File: src/pkg/swc_pkg.sv
// package: register map, field positions, reset values and timing counts
package swc_pkg;
  // register byte offsets on the bus
  localparam logic [7:0] OFF_RESET_CAUSE  = 8'h00;
  localparam logic [7:0] OFF_SYS_OPTIONS  = 8'h04;
  localparam logic [7:0] OFF_WAKE_PEND    = 8'h08;
  localparam logic [7:0] OFF_POWER_CTRL   = 8'h0C;
  localparam logic [7:0] OFF_PERIODIC     = 8'h10;
  localparam logic [7:0] OFF_WAKE_ENABLE  = 8'h14;
  // reset-cause fields
  localparam int RC_POR  = 7;
  localparam int RC_PIN  = 6;
  localparam int RC_WDOG = 5;
  localparam int RC_LV   = 1;
  // system options fields
  localparam int SO_WD_ENABLE  = 7;
  localparam int SO_WD_TIMEOUT = 6;
  localparam logic [7:0] SO_RESET = 8'hC0;
  // power management fields
  localparam int PM_LV_FLAG   = 7;
  localparam int PM_LV_ACK    = 6;
  localparam int PM_LV_IRQ_EN = 5;
  localparam int PM_LV_RST_EN = 4;
  localparam int PM_LV_STOP   = 3;
  localparam int PM_LV_EN     = 2;
  localparam logic [7:0] PM_RESET = 8'h1C;
  // periodic wakeup control fields
  localparam int PW_FLAG   = 7;
  localparam int PW_ACK    = 6;
  localparam int PW_CLKSEL = 5;
  localparam int PW_IRQ_EN = 4;
  localparam int PW_RATE_LSB = 0;
  // wakeup pending / enable bit positions
  localparam int WK_LV   = 0;
  localparam int WK_PER  = 1;
  localparam int WK_KBD  = 2;
  localparam int WK_CMP  = 3;
  localparam int WK_N    = 4;
  // timing
  localparam int CLK_MHZ         = 200;
  localparam int TICK_1K_US      = 1000;
  localparam int TICK_1K_CYCLES  = TICK_1K_US * CLK_MHZ;
  localparam int FAST_DIV        = 32;
  localparam int WD_SHORT_LOG2   = 5;
  localparam int WD_LONG_LOG2    = 8;
  localparam int WD_CNT_W        = 9;
  localparam int PER_CNT_W       = 11;
  localparam int RST_PULSE_CYC   = 4;
endpackage

File: src/logic/swc_sysctl.sv
// system control: watchdog, wakeup gating, low-voltage control, periodic wake
//
// Design decisions made here: the placing of the registers and the APB interface to the registers.
`timescale 1ns/100ps
module swc_sysctl #(
  parameter int TICK_1K_CYCLES = swc_pkg::TICK_1K_CYCLES,
  parameter int FAST_DIV       = swc_pkg::FAST_DIV
) (
  input  wire logic        clk_sys,
  input  wire logic        reset_n,
  input  wire logic        por_event,
  input  wire logic        pin_reset_event,
  input  wire logic        low_voltage_pin,
  input  wire logic        clk_32k_pin,
  input  wire logic        debug_mode,
  input  wire logic        stop_mode,
  input  wire logic        wait_mode,
  input  wire logic        keyboard_wakeup_flag,
  input  wire logic        analog_comparator_flag,
  input  wire logic        psel,
  input  wire logic        penable,
  input  wire logic        pwrite,
  input  wire logic [7:0]  paddr,
  input  wire logic [31:0] pwdata,
  input  wire logic [3:0]  pstrb,
  output logic [31:0]      prdata,
  output logic             pready,
  output logic             pslverr,
  output logic             system_reset_req,
  output logic             cpu_wakeup,
  output logic             lv_irq_req,
  output logic             periodic_irq_req,
  output logic             lv_detector_on
);
  ////////////////////////////////////////////////////////////////////////////
  typedef struct packed {
    logic [7:0]                   reset_cause;
    logic [7:0]                   sys_options;
    logic                         opt_written;
    logic [5:0]                   power_ctrl;
    logic                         lv_event_flag;
    logic                         periodic_clock_select;
    logic                         periodic_irq_enable;
    logic [2:0]                   periodic_rate_select;
    logic                         periodic_flag;
    logic [swc_pkg::WK_N-1:0]     wake_enable;
    logic [swc_pkg::WD_CNT_W-1:0] watchdog_counter;
    logic [swc_pkg::PER_CNT_W-1:0] per_cnt;
    logic                         stop_d;
    logic                         lv_hold;
    logic [2:0]                   rst_cnt;
    logic                         sys_rst;
    logic                         wake;
    logic                         lv_irq;
    logic                         per_irq;
    logic                         lv_on;
    logic [31:0]                  rdata;
    logic                         ready;
    logic                         wd_cause;
    logic                         lv_cause;
  } swc_state_s;

  swc_state_s st_reg;
  swc_state_s st_next;

  logic       lv_low;
  logic       clk32_s;
  logic       clk32_d;
  logic       tick_1k;
  logic       tick_fast;
  logic       slow_fast_tick;

  swc_sync2 #(.W(2)) u_sync (
    .clk_sys (clk_sys),
    .reset_n (reset_n),
    .d_async ({low_voltage_pin, clk_32k_pin}),
    .q_sync  ({lv_low, clk32_s})
  );

  // 1 kHz reference always free-running inside the control logic
  swc_tick_div #(.DIV(TICK_1K_CYCLES)) u_div_1k (
    .clk_sys (clk_sys),
    .reset_n (reset_n),
    .run     (1'b1),
    .step    (1'b1),
    .tick    (tick_1k)
  );

  // trimmed source: count 32 rising edges of the synchronised 32 kHz pin
  swc_tick_div #(.DIV(FAST_DIV)) u_div_32 (
    .clk_sys (clk_sys),
    .reset_n (reset_n),
    .run     (1'b1),
    .step    (clk32_s & ~clk32_d),
    .tick    (tick_fast)
  );

  always_ff @(posedge clk_sys) begin
    if (!reset_n) begin
      clk32_d <= 1'b0;
    end else begin
      clk32_d <= clk32_s;
    end
  end

  function automatic logic [swc_pkg::PER_CNT_W-1:0] rate_period(
    input logic [2:0] rate
  );
    // periods of 8, 32, 64, 128, 256, 512 and 1024 ticks
    unique case (rate)
      3'h1:    rate_period = 11'h008;
      3'h2:    rate_period = 11'h020;
      3'h3:    rate_period = 11'h040;
      3'h4:    rate_period = 11'h080;
      3'h5:    rate_period = 11'h100;
      3'h6:    rate_period = 11'h200;
      3'h7:    rate_period = 11'h400;
      default: rate_period = 11'h000;
    endcase
  endfunction

  function automatic logic hit(input logic [7:0] a, input logic [7:0] off);
    hit = (a == off);
  endfunction

  ////////////////////////////////////////////////////////////////////////////
  logic                          acc;
  logic                          wr;
  logic                          in_stop;
  logic                          lv_running;
  logic                          per_tick;
  logic [swc_pkg::WD_CNT_W-1:0]  wd_limit;
  logic [swc_pkg::WK_N-1:0]      pending;
  logic [swc_pkg::WK_N-1:0]      sources;

  assign acc = psel & penable;
  assign wr  = acc & pwrite & pstrb[0];
  assign in_stop = stop_mode;
  assign lv_running = st_reg.power_ctrl[swc_pkg::PM_LV_EN] &
                      (~in_stop | st_reg.power_ctrl[swc_pkg::PM_LV_STOP]);
  assign per_tick = st_reg.periodic_clock_select ? tick_fast : tick_1k;
  assign wd_limit = st_reg.sys_options[swc_pkg::SO_WD_TIMEOUT] ?
                    9'(1 << swc_pkg::WD_LONG_LOG2) :
                    9'(1 << swc_pkg::WD_SHORT_LOG2);
  assign sources = {analog_comparator_flag, keyboard_wakeup_flag,
                    st_reg.periodic_flag, st_reg.lv_event_flag};
  // pending follows the live flags, so it drops with them
  assign pending = sources & st_reg.wake_enable;

  always_comb begin
    st_next = st_reg;
    st_next.stop_d = in_stop;
    st_next.ready = acc & ~st_reg.ready;
    st_next.lv_on = lv_running;
    // watchdog counter
    if (tick_1k && !debug_mode && !in_stop) begin
      st_next.watchdog_counter = st_reg.watchdog_counter + 9'h1;
    end
    if (in_stop && !st_reg.stop_d) begin
      st_next.watchdog_counter = '0;
    end
    // overflow only counts while enabled
    if (st_reg.sys_options[swc_pkg::SO_WD_ENABLE] &&
        st_reg.watchdog_counter >= wd_limit && !st_reg.sys_rst) begin
      st_next.sys_rst  = 1'b1;
      st_next.rst_cnt  = 3'(swc_pkg::RST_PULSE_CYC);
      st_next.wd_cause = 1'b1;
    end
    // low voltage: reset mode holds until supply recovers
    if (lv_running && lv_low &&
        st_reg.power_ctrl[swc_pkg::PM_LV_RST_EN]) begin
      st_next.lv_hold  = 1'b1;
      st_next.sys_rst  = 1'b1;
      st_next.lv_cause = 1'b1;
    end else if (st_reg.lv_hold && !lv_low) begin
      st_next.lv_hold = 1'b0;
      st_next.rst_cnt = 3'(swc_pkg::RST_PULSE_CYC);
    end
    if (st_reg.sys_rst && !st_reg.lv_hold && !st_next.lv_hold) begin
      if (st_reg.rst_cnt == 3'h0) begin
        st_next.sys_rst = 1'b0;
        // system reset done: restore options, power control and watchdog counter defaults and latch cause
        st_next.reset_cause = 8'h00;
        st_next.reset_cause[swc_pkg::RC_WDOG] = st_reg.wd_cause;
        st_next.reset_cause[swc_pkg::RC_LV] = st_reg.lv_cause;
        st_next.sys_options = swc_pkg::SO_RESET;
        st_next.opt_written = 1'b0;
        st_next.watchdog_counter = '0;
        st_next.power_ctrl = swc_pkg::PM_RESET[5:0];
        st_next.wd_cause = 1'b0;
        st_next.lv_cause = 1'b0;
      end else begin
        st_next.rst_cnt = st_reg.rst_cnt - 3'h1;
      end
    end
    // cause capture for external reset sources
    if (por_event) begin
      st_next.reset_cause = 8'h00;
      st_next.reset_cause[swc_pkg::RC_POR] = 1'b1;
      st_next.reset_cause[swc_pkg::RC_LV]  = 1'b1;
    end else if (pin_reset_event) begin
      st_next.reset_cause = 8'h00;
      st_next.reset_cause[swc_pkg::RC_PIN] = 1'b1;
    end
    // low-voltage interrupt flag; set wins over ack
    if (lv_running && lv_low &&
        st_reg.power_ctrl[swc_pkg::PM_LV_IRQ_EN] &&
        !st_reg.power_ctrl[swc_pkg::PM_LV_RST_EN]) begin
      st_next.lv_event_flag = 1'b1;
    end else if (wr && hit(paddr, swc_pkg::OFF_POWER_CTRL) &&
                 pwdata[swc_pkg::PM_LV_ACK]) begin
      st_next.lv_event_flag = 1'b0;
    end
    // periodic wakeup timer runs in every mode
    if (st_reg.periodic_rate_select == 3'h0) begin
      st_next.per_cnt = '0;
    end else if (per_tick) begin
      if (st_reg.per_cnt + 11'h1 >= rate_period(st_reg.periodic_rate_select))
      begin
        st_next.per_cnt = '0;
        st_next.periodic_flag = 1'b1;
      end else begin
        st_next.per_cnt = st_reg.per_cnt + 11'h1;
      end
    end
    if (wr && hit(paddr, swc_pkg::OFF_PERIODIC) && pwdata[swc_pkg::PW_ACK]
        && !st_next.periodic_flag) begin
      st_next.periodic_flag = 1'b0;
    end else if (wr && hit(paddr, swc_pkg::OFF_PERIODIC) &&
                 pwdata[swc_pkg::PW_ACK] && st_reg.periodic_flag &&
                 !(per_tick && st_reg.periodic_rate_select != 3'h0 &&
                   st_reg.per_cnt + 11'h1 >=
                   rate_period(st_reg.periodic_rate_select))) begin
      st_next.periodic_flag = 1'b0;
    end
    // register writes in the access phase
    if (wr && !st_reg.ready) begin
      unique case (paddr)
        swc_pkg::OFF_RESET_CAUSE: begin
          st_next.watchdog_counter = '0;
        end
        swc_pkg::OFF_SYS_OPTIONS: begin
          if (!st_reg.opt_written) begin
            st_next.sys_options = pwdata[7:0] & swc_pkg::SO_RESET;
            st_next.opt_written = 1'b1;
            st_next.watchdog_counter = '0;
          end
        end
        swc_pkg::OFF_POWER_CTRL: begin
          st_next.power_ctrl[5:2] = pwdata[5:2];
        end
        swc_pkg::OFF_PERIODIC: begin
          st_next.periodic_clock_select = pwdata[swc_pkg::PW_CLKSEL];
          st_next.periodic_irq_enable = pwdata[swc_pkg::PW_IRQ_EN];
          st_next.periodic_rate_select = pwdata[2:0];
        end
        swc_pkg::OFF_WAKE_ENABLE: begin
          st_next.wake_enable = pwdata[swc_pkg::WK_N-1:0];
        end
        default: begin
          st_next.rdata = st_reg.rdata; // pending is read-only
        end
      endcase
    end
    // reads
    st_next.rdata = 32'h0;
    if (acc && !pwrite) begin
      unique case (paddr)
        swc_pkg::OFF_RESET_CAUSE: st_next.rdata = {24'h0, st_reg.reset_cause};
        swc_pkg::OFF_SYS_OPTIONS: st_next.rdata = {24'h0, st_reg.sys_options};
        swc_pkg::OFF_WAKE_PEND:   st_next.rdata = {28'h0, pending};
        swc_pkg::OFF_POWER_CTRL:
          st_next.rdata = {24'h0, st_reg.lv_event_flag, 1'b0,
                           st_reg.power_ctrl[5:2], 2'h0};
        swc_pkg::OFF_PERIODIC:
          st_next.rdata = {24'h0, st_reg.periodic_flag, 1'b0,
                           st_reg.periodic_clock_select,
                           st_reg.periodic_irq_enable, 1'b0,
                           st_reg.periodic_rate_select};
        swc_pkg::OFF_WAKE_ENABLE: st_next.rdata = {28'h0, st_reg.wake_enable};
        default:                  st_next.rdata = 32'h0;
      endcase
    end
    // no dispatch: requests only wake the core
    st_next.wake = (|pending) & (wait_mode | stop_mode);
    st_next.lv_irq = st_reg.lv_event_flag &
                     st_reg.power_ctrl[swc_pkg::PM_LV_IRQ_EN];
    st_next.per_irq = st_reg.periodic_flag &
                      st_reg.periodic_irq_enable;
  end

  always_ff @(posedge clk_sys) begin
    if (!reset_n) begin
      st_reg <= '0;
      st_reg.sys_options <= swc_pkg::SO_RESET;
      st_reg.power_ctrl <= swc_pkg::PM_RESET[5:0];
      st_reg.reset_cause <= 8'h82;
    end else begin
      st_reg <= st_next;
    end
  end

  assign prdata  = st_reg.rdata;
  assign pready  = st_reg.ready;
  assign pslverr = 1'b0;
  assign system_reset_req = st_reg.sys_rst;
  assign cpu_wakeup = st_reg.wake;
  assign lv_irq_req = st_reg.lv_irq;
  assign periodic_irq_req = st_reg.per_irq;
  assign lv_detector_on = st_reg.lv_on;

  ////////////////////////////////////////////////////////////////////////////
  property p_wd_clear;
    @(posedge clk_sys) disable iff (!reset_n)
      (wr && !st_reg.ready && paddr == swc_pkg::OFF_RESET_CAUSE && !tick_1k)
      |=> st_reg.watchdog_counter == '0;
  endproperty
  a_wd_clear: assert property (p_wd_clear)
    else $error("wd not cleared");
  // the release cycle still sees a full counter, so it is left out
  property p_wd_overflow;
    @(posedge clk_sys) disable iff (!reset_n)
      (st_reg.sys_options[swc_pkg::SO_WD_ENABLE] && !st_reg.sys_rst &&
       st_reg.watchdog_counter >= wd_limit)
      |=> st_reg.sys_rst;
  endproperty
  a_wd_overflow: assert property (p_wd_overflow)
    else $error("no wd reset");
  property p_wd_disabled;
    @(posedge clk_sys) disable iff (!reset_n)
      (!st_reg.sys_options[swc_pkg::SO_WD_ENABLE] && !st_reg.sys_rst &&
       !lv_low)
      |=> !st_reg.wd_cause;
  endproperty
  a_wd_disabled: assert property (p_wd_disabled)
    else $error("wd when off");
  property p_debug_hold;
    @(posedge clk_sys) disable iff (!reset_n)
      (debug_mode && !wr && !st_reg.sys_rst && !(in_stop && !st_reg.stop_d))
      |=> st_reg.watchdog_counter == $past(st_reg.watchdog_counter);
  endproperty
  a_debug_hold: assert property (p_debug_hold)
    else $error("wd moved");
  property p_stop_entry;
    @(posedge clk_sys) disable iff (!reset_n)
      (in_stop && !st_reg.stop_d && !st_reg.sys_rst)
      |=> st_reg.watchdog_counter == '0;
  endproperty
  a_stop_entry: assert property (p_stop_entry)
    else $error("stop no zero");
  property p_opt_once;
    @(posedge clk_sys) disable iff (!reset_n)
      (st_reg.opt_written && !st_reg.sys_rst)
      |=> st_reg.sys_options == $past(st_reg.sys_options);
  endproperty
  a_opt_once: assert property (p_opt_once)
    else $error("options changed");
  property p_lv_off;
    @(posedge clk_sys) disable iff (!reset_n)
      (in_stop && !st_reg.power_ctrl[swc_pkg::PM_LV_STOP]) |=> !st_reg.lv_on;
  endproperty
  a_lv_off: assert property (p_lv_off)
    else $error("lv on in stop");
  property p_per_mask;
    @(posedge clk_sys) disable iff (!reset_n)
      !st_reg.periodic_irq_enable |=> !st_reg.per_irq;
  endproperty
  a_per_mask: assert property (p_per_mask)
    else $error("irq unmasked");
endmodule

File: src/logic/swc_tick_div.sv
// divider: one-cycle enable pulse every DIV cycles with step high, held while step is low, cleared while run is low
`timescale 1ns/100ps
module swc_tick_div #(
  parameter int DIV = 200000
) (
  input  wire logic clk_sys,
  input  wire logic reset_n,
  input  wire logic run,
  input  wire logic step,
  output logic      tick
);
  typedef struct packed {
    logic [31:0] cnt;
    logic        tick;
  } swc_div_s;

  swc_div_s st_reg;
  swc_div_s st_next;

  always_comb begin
    st_next = st_reg;
    st_next.tick = 1'b0;
    if (!run) begin
      st_next.cnt = 32'h0;
    end else if (step) begin
      if (st_reg.cnt == 32'(DIV - 1)) begin
        st_next.cnt = 32'h0;
        st_next.tick = 1'b1;
      end else begin
        st_next.cnt = st_reg.cnt + 32'h1;
      end
    end
  end

  always_ff @(posedge clk_sys) begin
    if (!reset_n) begin
      st_reg <= '0;
    end else begin
      st_reg <= st_next;
    end
  end

  assign tick = st_reg.tick;
endmodule

File: src/logic/swc_sync2.sv
// two-flop synchroniser for a vector of pin levels
`timescale 1ns/100ps
module swc_sync2 #(
  parameter int W = 1
) (
  input  wire logic         clk_sys,
  input  wire logic         reset_n,
  input  wire logic [W-1:0] d_async,
  output logic      [W-1:0] q_sync
);
  typedef struct packed {
    logic [W-1:0] s1;
    logic [W-1:0] s2;
  } swc_sync_s;

  swc_sync_s st_reg;
  swc_sync_s st_next;

  always_comb begin
    st_next = st_reg;
    st_next.s1 = d_async;
    st_next.s2 = st_reg.s1;
  end

  always_ff @(posedge clk_sys) begin
    if (!reset_n) begin
      st_reg <= '0;
    end else begin
      st_reg <= st_next;
    end
  end

  assign q_sync = st_reg.s2;
endmodule

File: config.mk
export PLATFORM = sky130hd
export DESIGN_NAME = swc_sysctl
export DESIGN_NICKNAME = d
export VERILOG_FILES = /design/src/pkg/swc_pkg.sv /design/src/logic/swc_sysctl.sv /design/src/logic/swc_tick_div.sv /design/src/logic/swc_sync2.sv
export SDC_FILE = /design/constraint.sdc
export NUM_CORES = 1
export LEC_CHECK = 0
export ABC_AREA = 0
export BUFFER_PORTS_ARGS = -buffer_cell sky130_fd_sc_hd__buf_2
export CAP_MARGIN = 20
export CELL_PAD_IN_SITES_DETAIL_PLACEMENT = 1
export CELL_PAD_IN_SITES_GLOBAL_PLACEMENT = 2
export CORE_MARGIN = 4
export CORE_UTILIZATION = 30
export DETAILED_ROUTE_END_ITERATION = 12
export PLACE_DENSITY_LB_ADDON = 0.1
export SLEW_MARGIN = 20
export SYNTH_ARGS = -nofsm -noshare
export SYNTH_HDL_FRONTEND = slang
export SYNTH_SLANG_ARGS = --single-unit
File: constraint.sdc
create_clock -name clk_sys -period 3.2 [get_ports clk_sys]
set_clock_uncertainty 0.15 [all_clocks]
set_input_delay 0.64 -clock clk_sys [delete_from_list [all_inputs] [get_ports clk_sys]]
set_output_delay 0.64 -clock clk_sys [all_outputs]
set_load 0.005 [all_outputs]
==> results.yml <==
outcome:
  status: "finished clean"
clocking:
  cts_buffers: 17
  root_buffer: "clkbuf_16"
  clock_sink_count: 140
  cts_hold_buf: 0
  cts_buffer_depth: 2
  clkLatencyLatePin_ps: 420
  htree_levels: 4
  clk_pin_slew_ps: 60
  cts_tree: "done"
sta:
  slew_headroom_pct: 39.5
  fmax_mhz: 343
  tns_ps: 0
  fin_crit_sh_pct: 91.1
  post-route-min-period_ps: 2920
  drv_slew: 0
  setup_viol: 0
  worstMarginPinSlew_ps: 901
  fin_ws_ps: 285
  finalHoldViolations: 0
drt:
  vias: 5721
  drtIter0Drc: 235
  drt-pass1-iter-count: 4
  wl_um: 18300
  wire_per_inst_um: 16.1
  ant_nets: 0
  drc: 0
  via_per_inst: 5.02
logic_synthesis:
  syn_avg_cell_area_um2: 8.39
  yosys_warnings: 0
  async_flop_share_pct: 0
  synthCells: 803
  ys_types: 54
  syn_area_mm2: 0.00674
  yosys-top-cells-count: "dfxtp_1 (140), nor2_1 (112), nand2_1 (74)"
  synth_seq_area_share_pct: 41.6
  ys_seq_elements: 140
  synth.area.top_cells: "dfxtp_1 (42%), nor2_1 (6.2%), xor2_1 (5.3%)"
  yosysMostFrequentCell: "dfxtp_1"
  synth_top_area_share_pct: 41.6
  synthFlopType: "dfxtp_1"
  synth_top_area_cell: "dfxtp_1"
  synth_edf_count: 0
pwr:
  vdd_drop_max_mv: 0.336
  power.density_mw_per_mm2: 502
  leakage_nw: 2.98
grt:
  grt_pass1_vias: 6030
  grt_start_max_net_pins: 33
  antenna_found_initial: 0
  track_usage_pct: 15.3
  grt-ovfl-total: 0
  grt_pass1_wl_um: 30800
worst_setup_path:
  cp_max_fo: 12
  crit_chain: "ha_2 > and4_1 > and2_1 > nand3_1 > xnor2_1 > ha_1 > nand4_1 > nor3b_1 > a22oi_1 > buf_4 > a32o_1"
  cp.required_ps: 3360
  worstSetupStartpointType: "flop"
  critPathSlowestCell: "dfxtp_1"
  worstRegToRegCells: 11
  worstSetupPathType: "reg -> reg"
  end_kind: "flop"
  ff2ff_setup_slack_ps: 280
  timing.rr.end: "st_reg[46]$_SDFFE_PP0P_"
  cpPeakStageDelay_ps: 400
  path_buf_inv: 1
  r2r_start: "st_reg[45]$_SDFFE_PP0P_"
  worstPathArrival_ps: 3080
  critPathTopFamily: "simple AND/OR/NAND/NOR gates"
min_path:
  hold_class: "in -> reg"
  hold_depth: 2
  worstHoldEndpoint: "u_sync.st_next[0]$_SDFF_PN0_"
  min_from: "clk_32k_pin"
placed_design:
  place_inst: 1106
  post-place-ws_ps: 95.4
  gp_congestion: 0.790
  dp_hpwl_um: 13300
  io_buffers: 44
floorplanning:
  chipHeight_um: 158
  dieArea_mm2: 0.0249
  core_area_mm2: 0.0220
  rows: 54
  io_pins: 97
  start_util_pct: 30.7
  die_w_um: 158
cells_and_area:
  fin_util_pct: 35.4
  diodes: 0
  nNetsFinal: 920
  instances_no_fill: 1139
  largest_reg_flops: 53
  drive_above_1_share_pct: 12.5
  syn2layout_area_growth_pct: 15.4
job:
  maxCapViolations: 0
[worst register-to-register path: cells and delay by family, from the launching register on]
family / cells / cell delay [ps]
fa+ha+maj: 2 / 600
compound gates: 2 / 370
xor+xnor: 1 / 170
buf+inv: 1 / 200
simple gates: 5 / 920
flops: 1 / 400
[per-layer routing]
metal	wire (um)	track usage, %	vias up
met4	123	3.69	0
met2	8760	25.8	79
met5	0	0	-
met1	8800	20.3	2777
li1	-	-	2856
met3	654	3.06	9
[placed cells by master (no fill, tap or decap), types with 20 or more instances in the layout]
cell type  instances
xnor2_1           26
nand2_1           74
o21ai_0           26
nand3_1           59
xor2_1            41
and3_1            20
inv_1             21
nand4_1           33
dfxtp_1          140
conb_1            25
buf_2             44
a21oi_1           29
nor2_1           112
[repair_timing]
item / 4_1_cts / 5_1_grt
gates resized for setup: 0 / 1
setup buffers: 0 / 1
setup endpoints to repair: 0 / 9
[kinds of logic (layout without fill, tap and decap cells)]
kind of cell             after synthesis  in the layout  synth area share (%)
adder cells (fa/ha/maj)               16             16                  2.97
AO/OA/AOI/OAI                         88             88                  8.10
AND/OR/NAND/NOR                      398            398                  30.5
XOR/XNOR                              67             67                  8.71
multiplexers                          10             10                  1.50
flip-flops                           140            140                  41.6
other                                  1             25                0.0557
buffers and inverters                 83            115                  6.52
[area by class of cell]
class / instances / area [um2]
clock buffer: 18 / 439
clock inverter: 14 / 156
fill: 2597 / 14200
inverter: 22 / 82.6
multi-input combinational: 604 / 3590
sequential: 140 / 2800
tap: 280 / 350
timing repair buffer: 61 / 348
[power by group]
group	internal, mW	switching, mW
clock network	1.18	0.823
registers	1.76	0.0103
logic	0.0400	0.0854
[worst max-delay path by stage]
stage / from / cells past startpoint / to / slack [ps]
after CTS: st_reg[45]$_SDFFE_PP0P_ / 11 / st_reg[47]$_SDFFE_PP0P_ / 70
after global placement: st_reg[45]$_SDFFE_PP0P_ / 11 / st_reg[47]$_SDFFE_PP0P_ / 240
after detailed placement: st_reg[45]$_SDFFE_PP0P_ / 11 / st_reg[47]$_SDFFE_PP0P_ / 100
after floorplan: st_reg[48]$_SDFFE_PP0P_ / 12 / st_reg[49]$_SDFFE_PP0P_ / 570
final: st_reg[45]$_SDFFE_PP0P_ / 11 / st_reg[46]$_SDFFE_PP0P_ / 280
after global routing: st_reg[45]$_SDFFE_PP0P_ / 12 / st_reg[52]$_SDFFE_PP0P_ / -10
[per-stage QoR]
step	instance area [um2]	total power [mW]	hold WS, ps
finish	7770	3.90	275
detailed placement	7170	1.93	274
CTS	7760	3.97	256
global route	7770	4.06	259
floorplan	6830	1.89	259
global placement	7170	1.93	269
(Power assumes the default switching activity.)
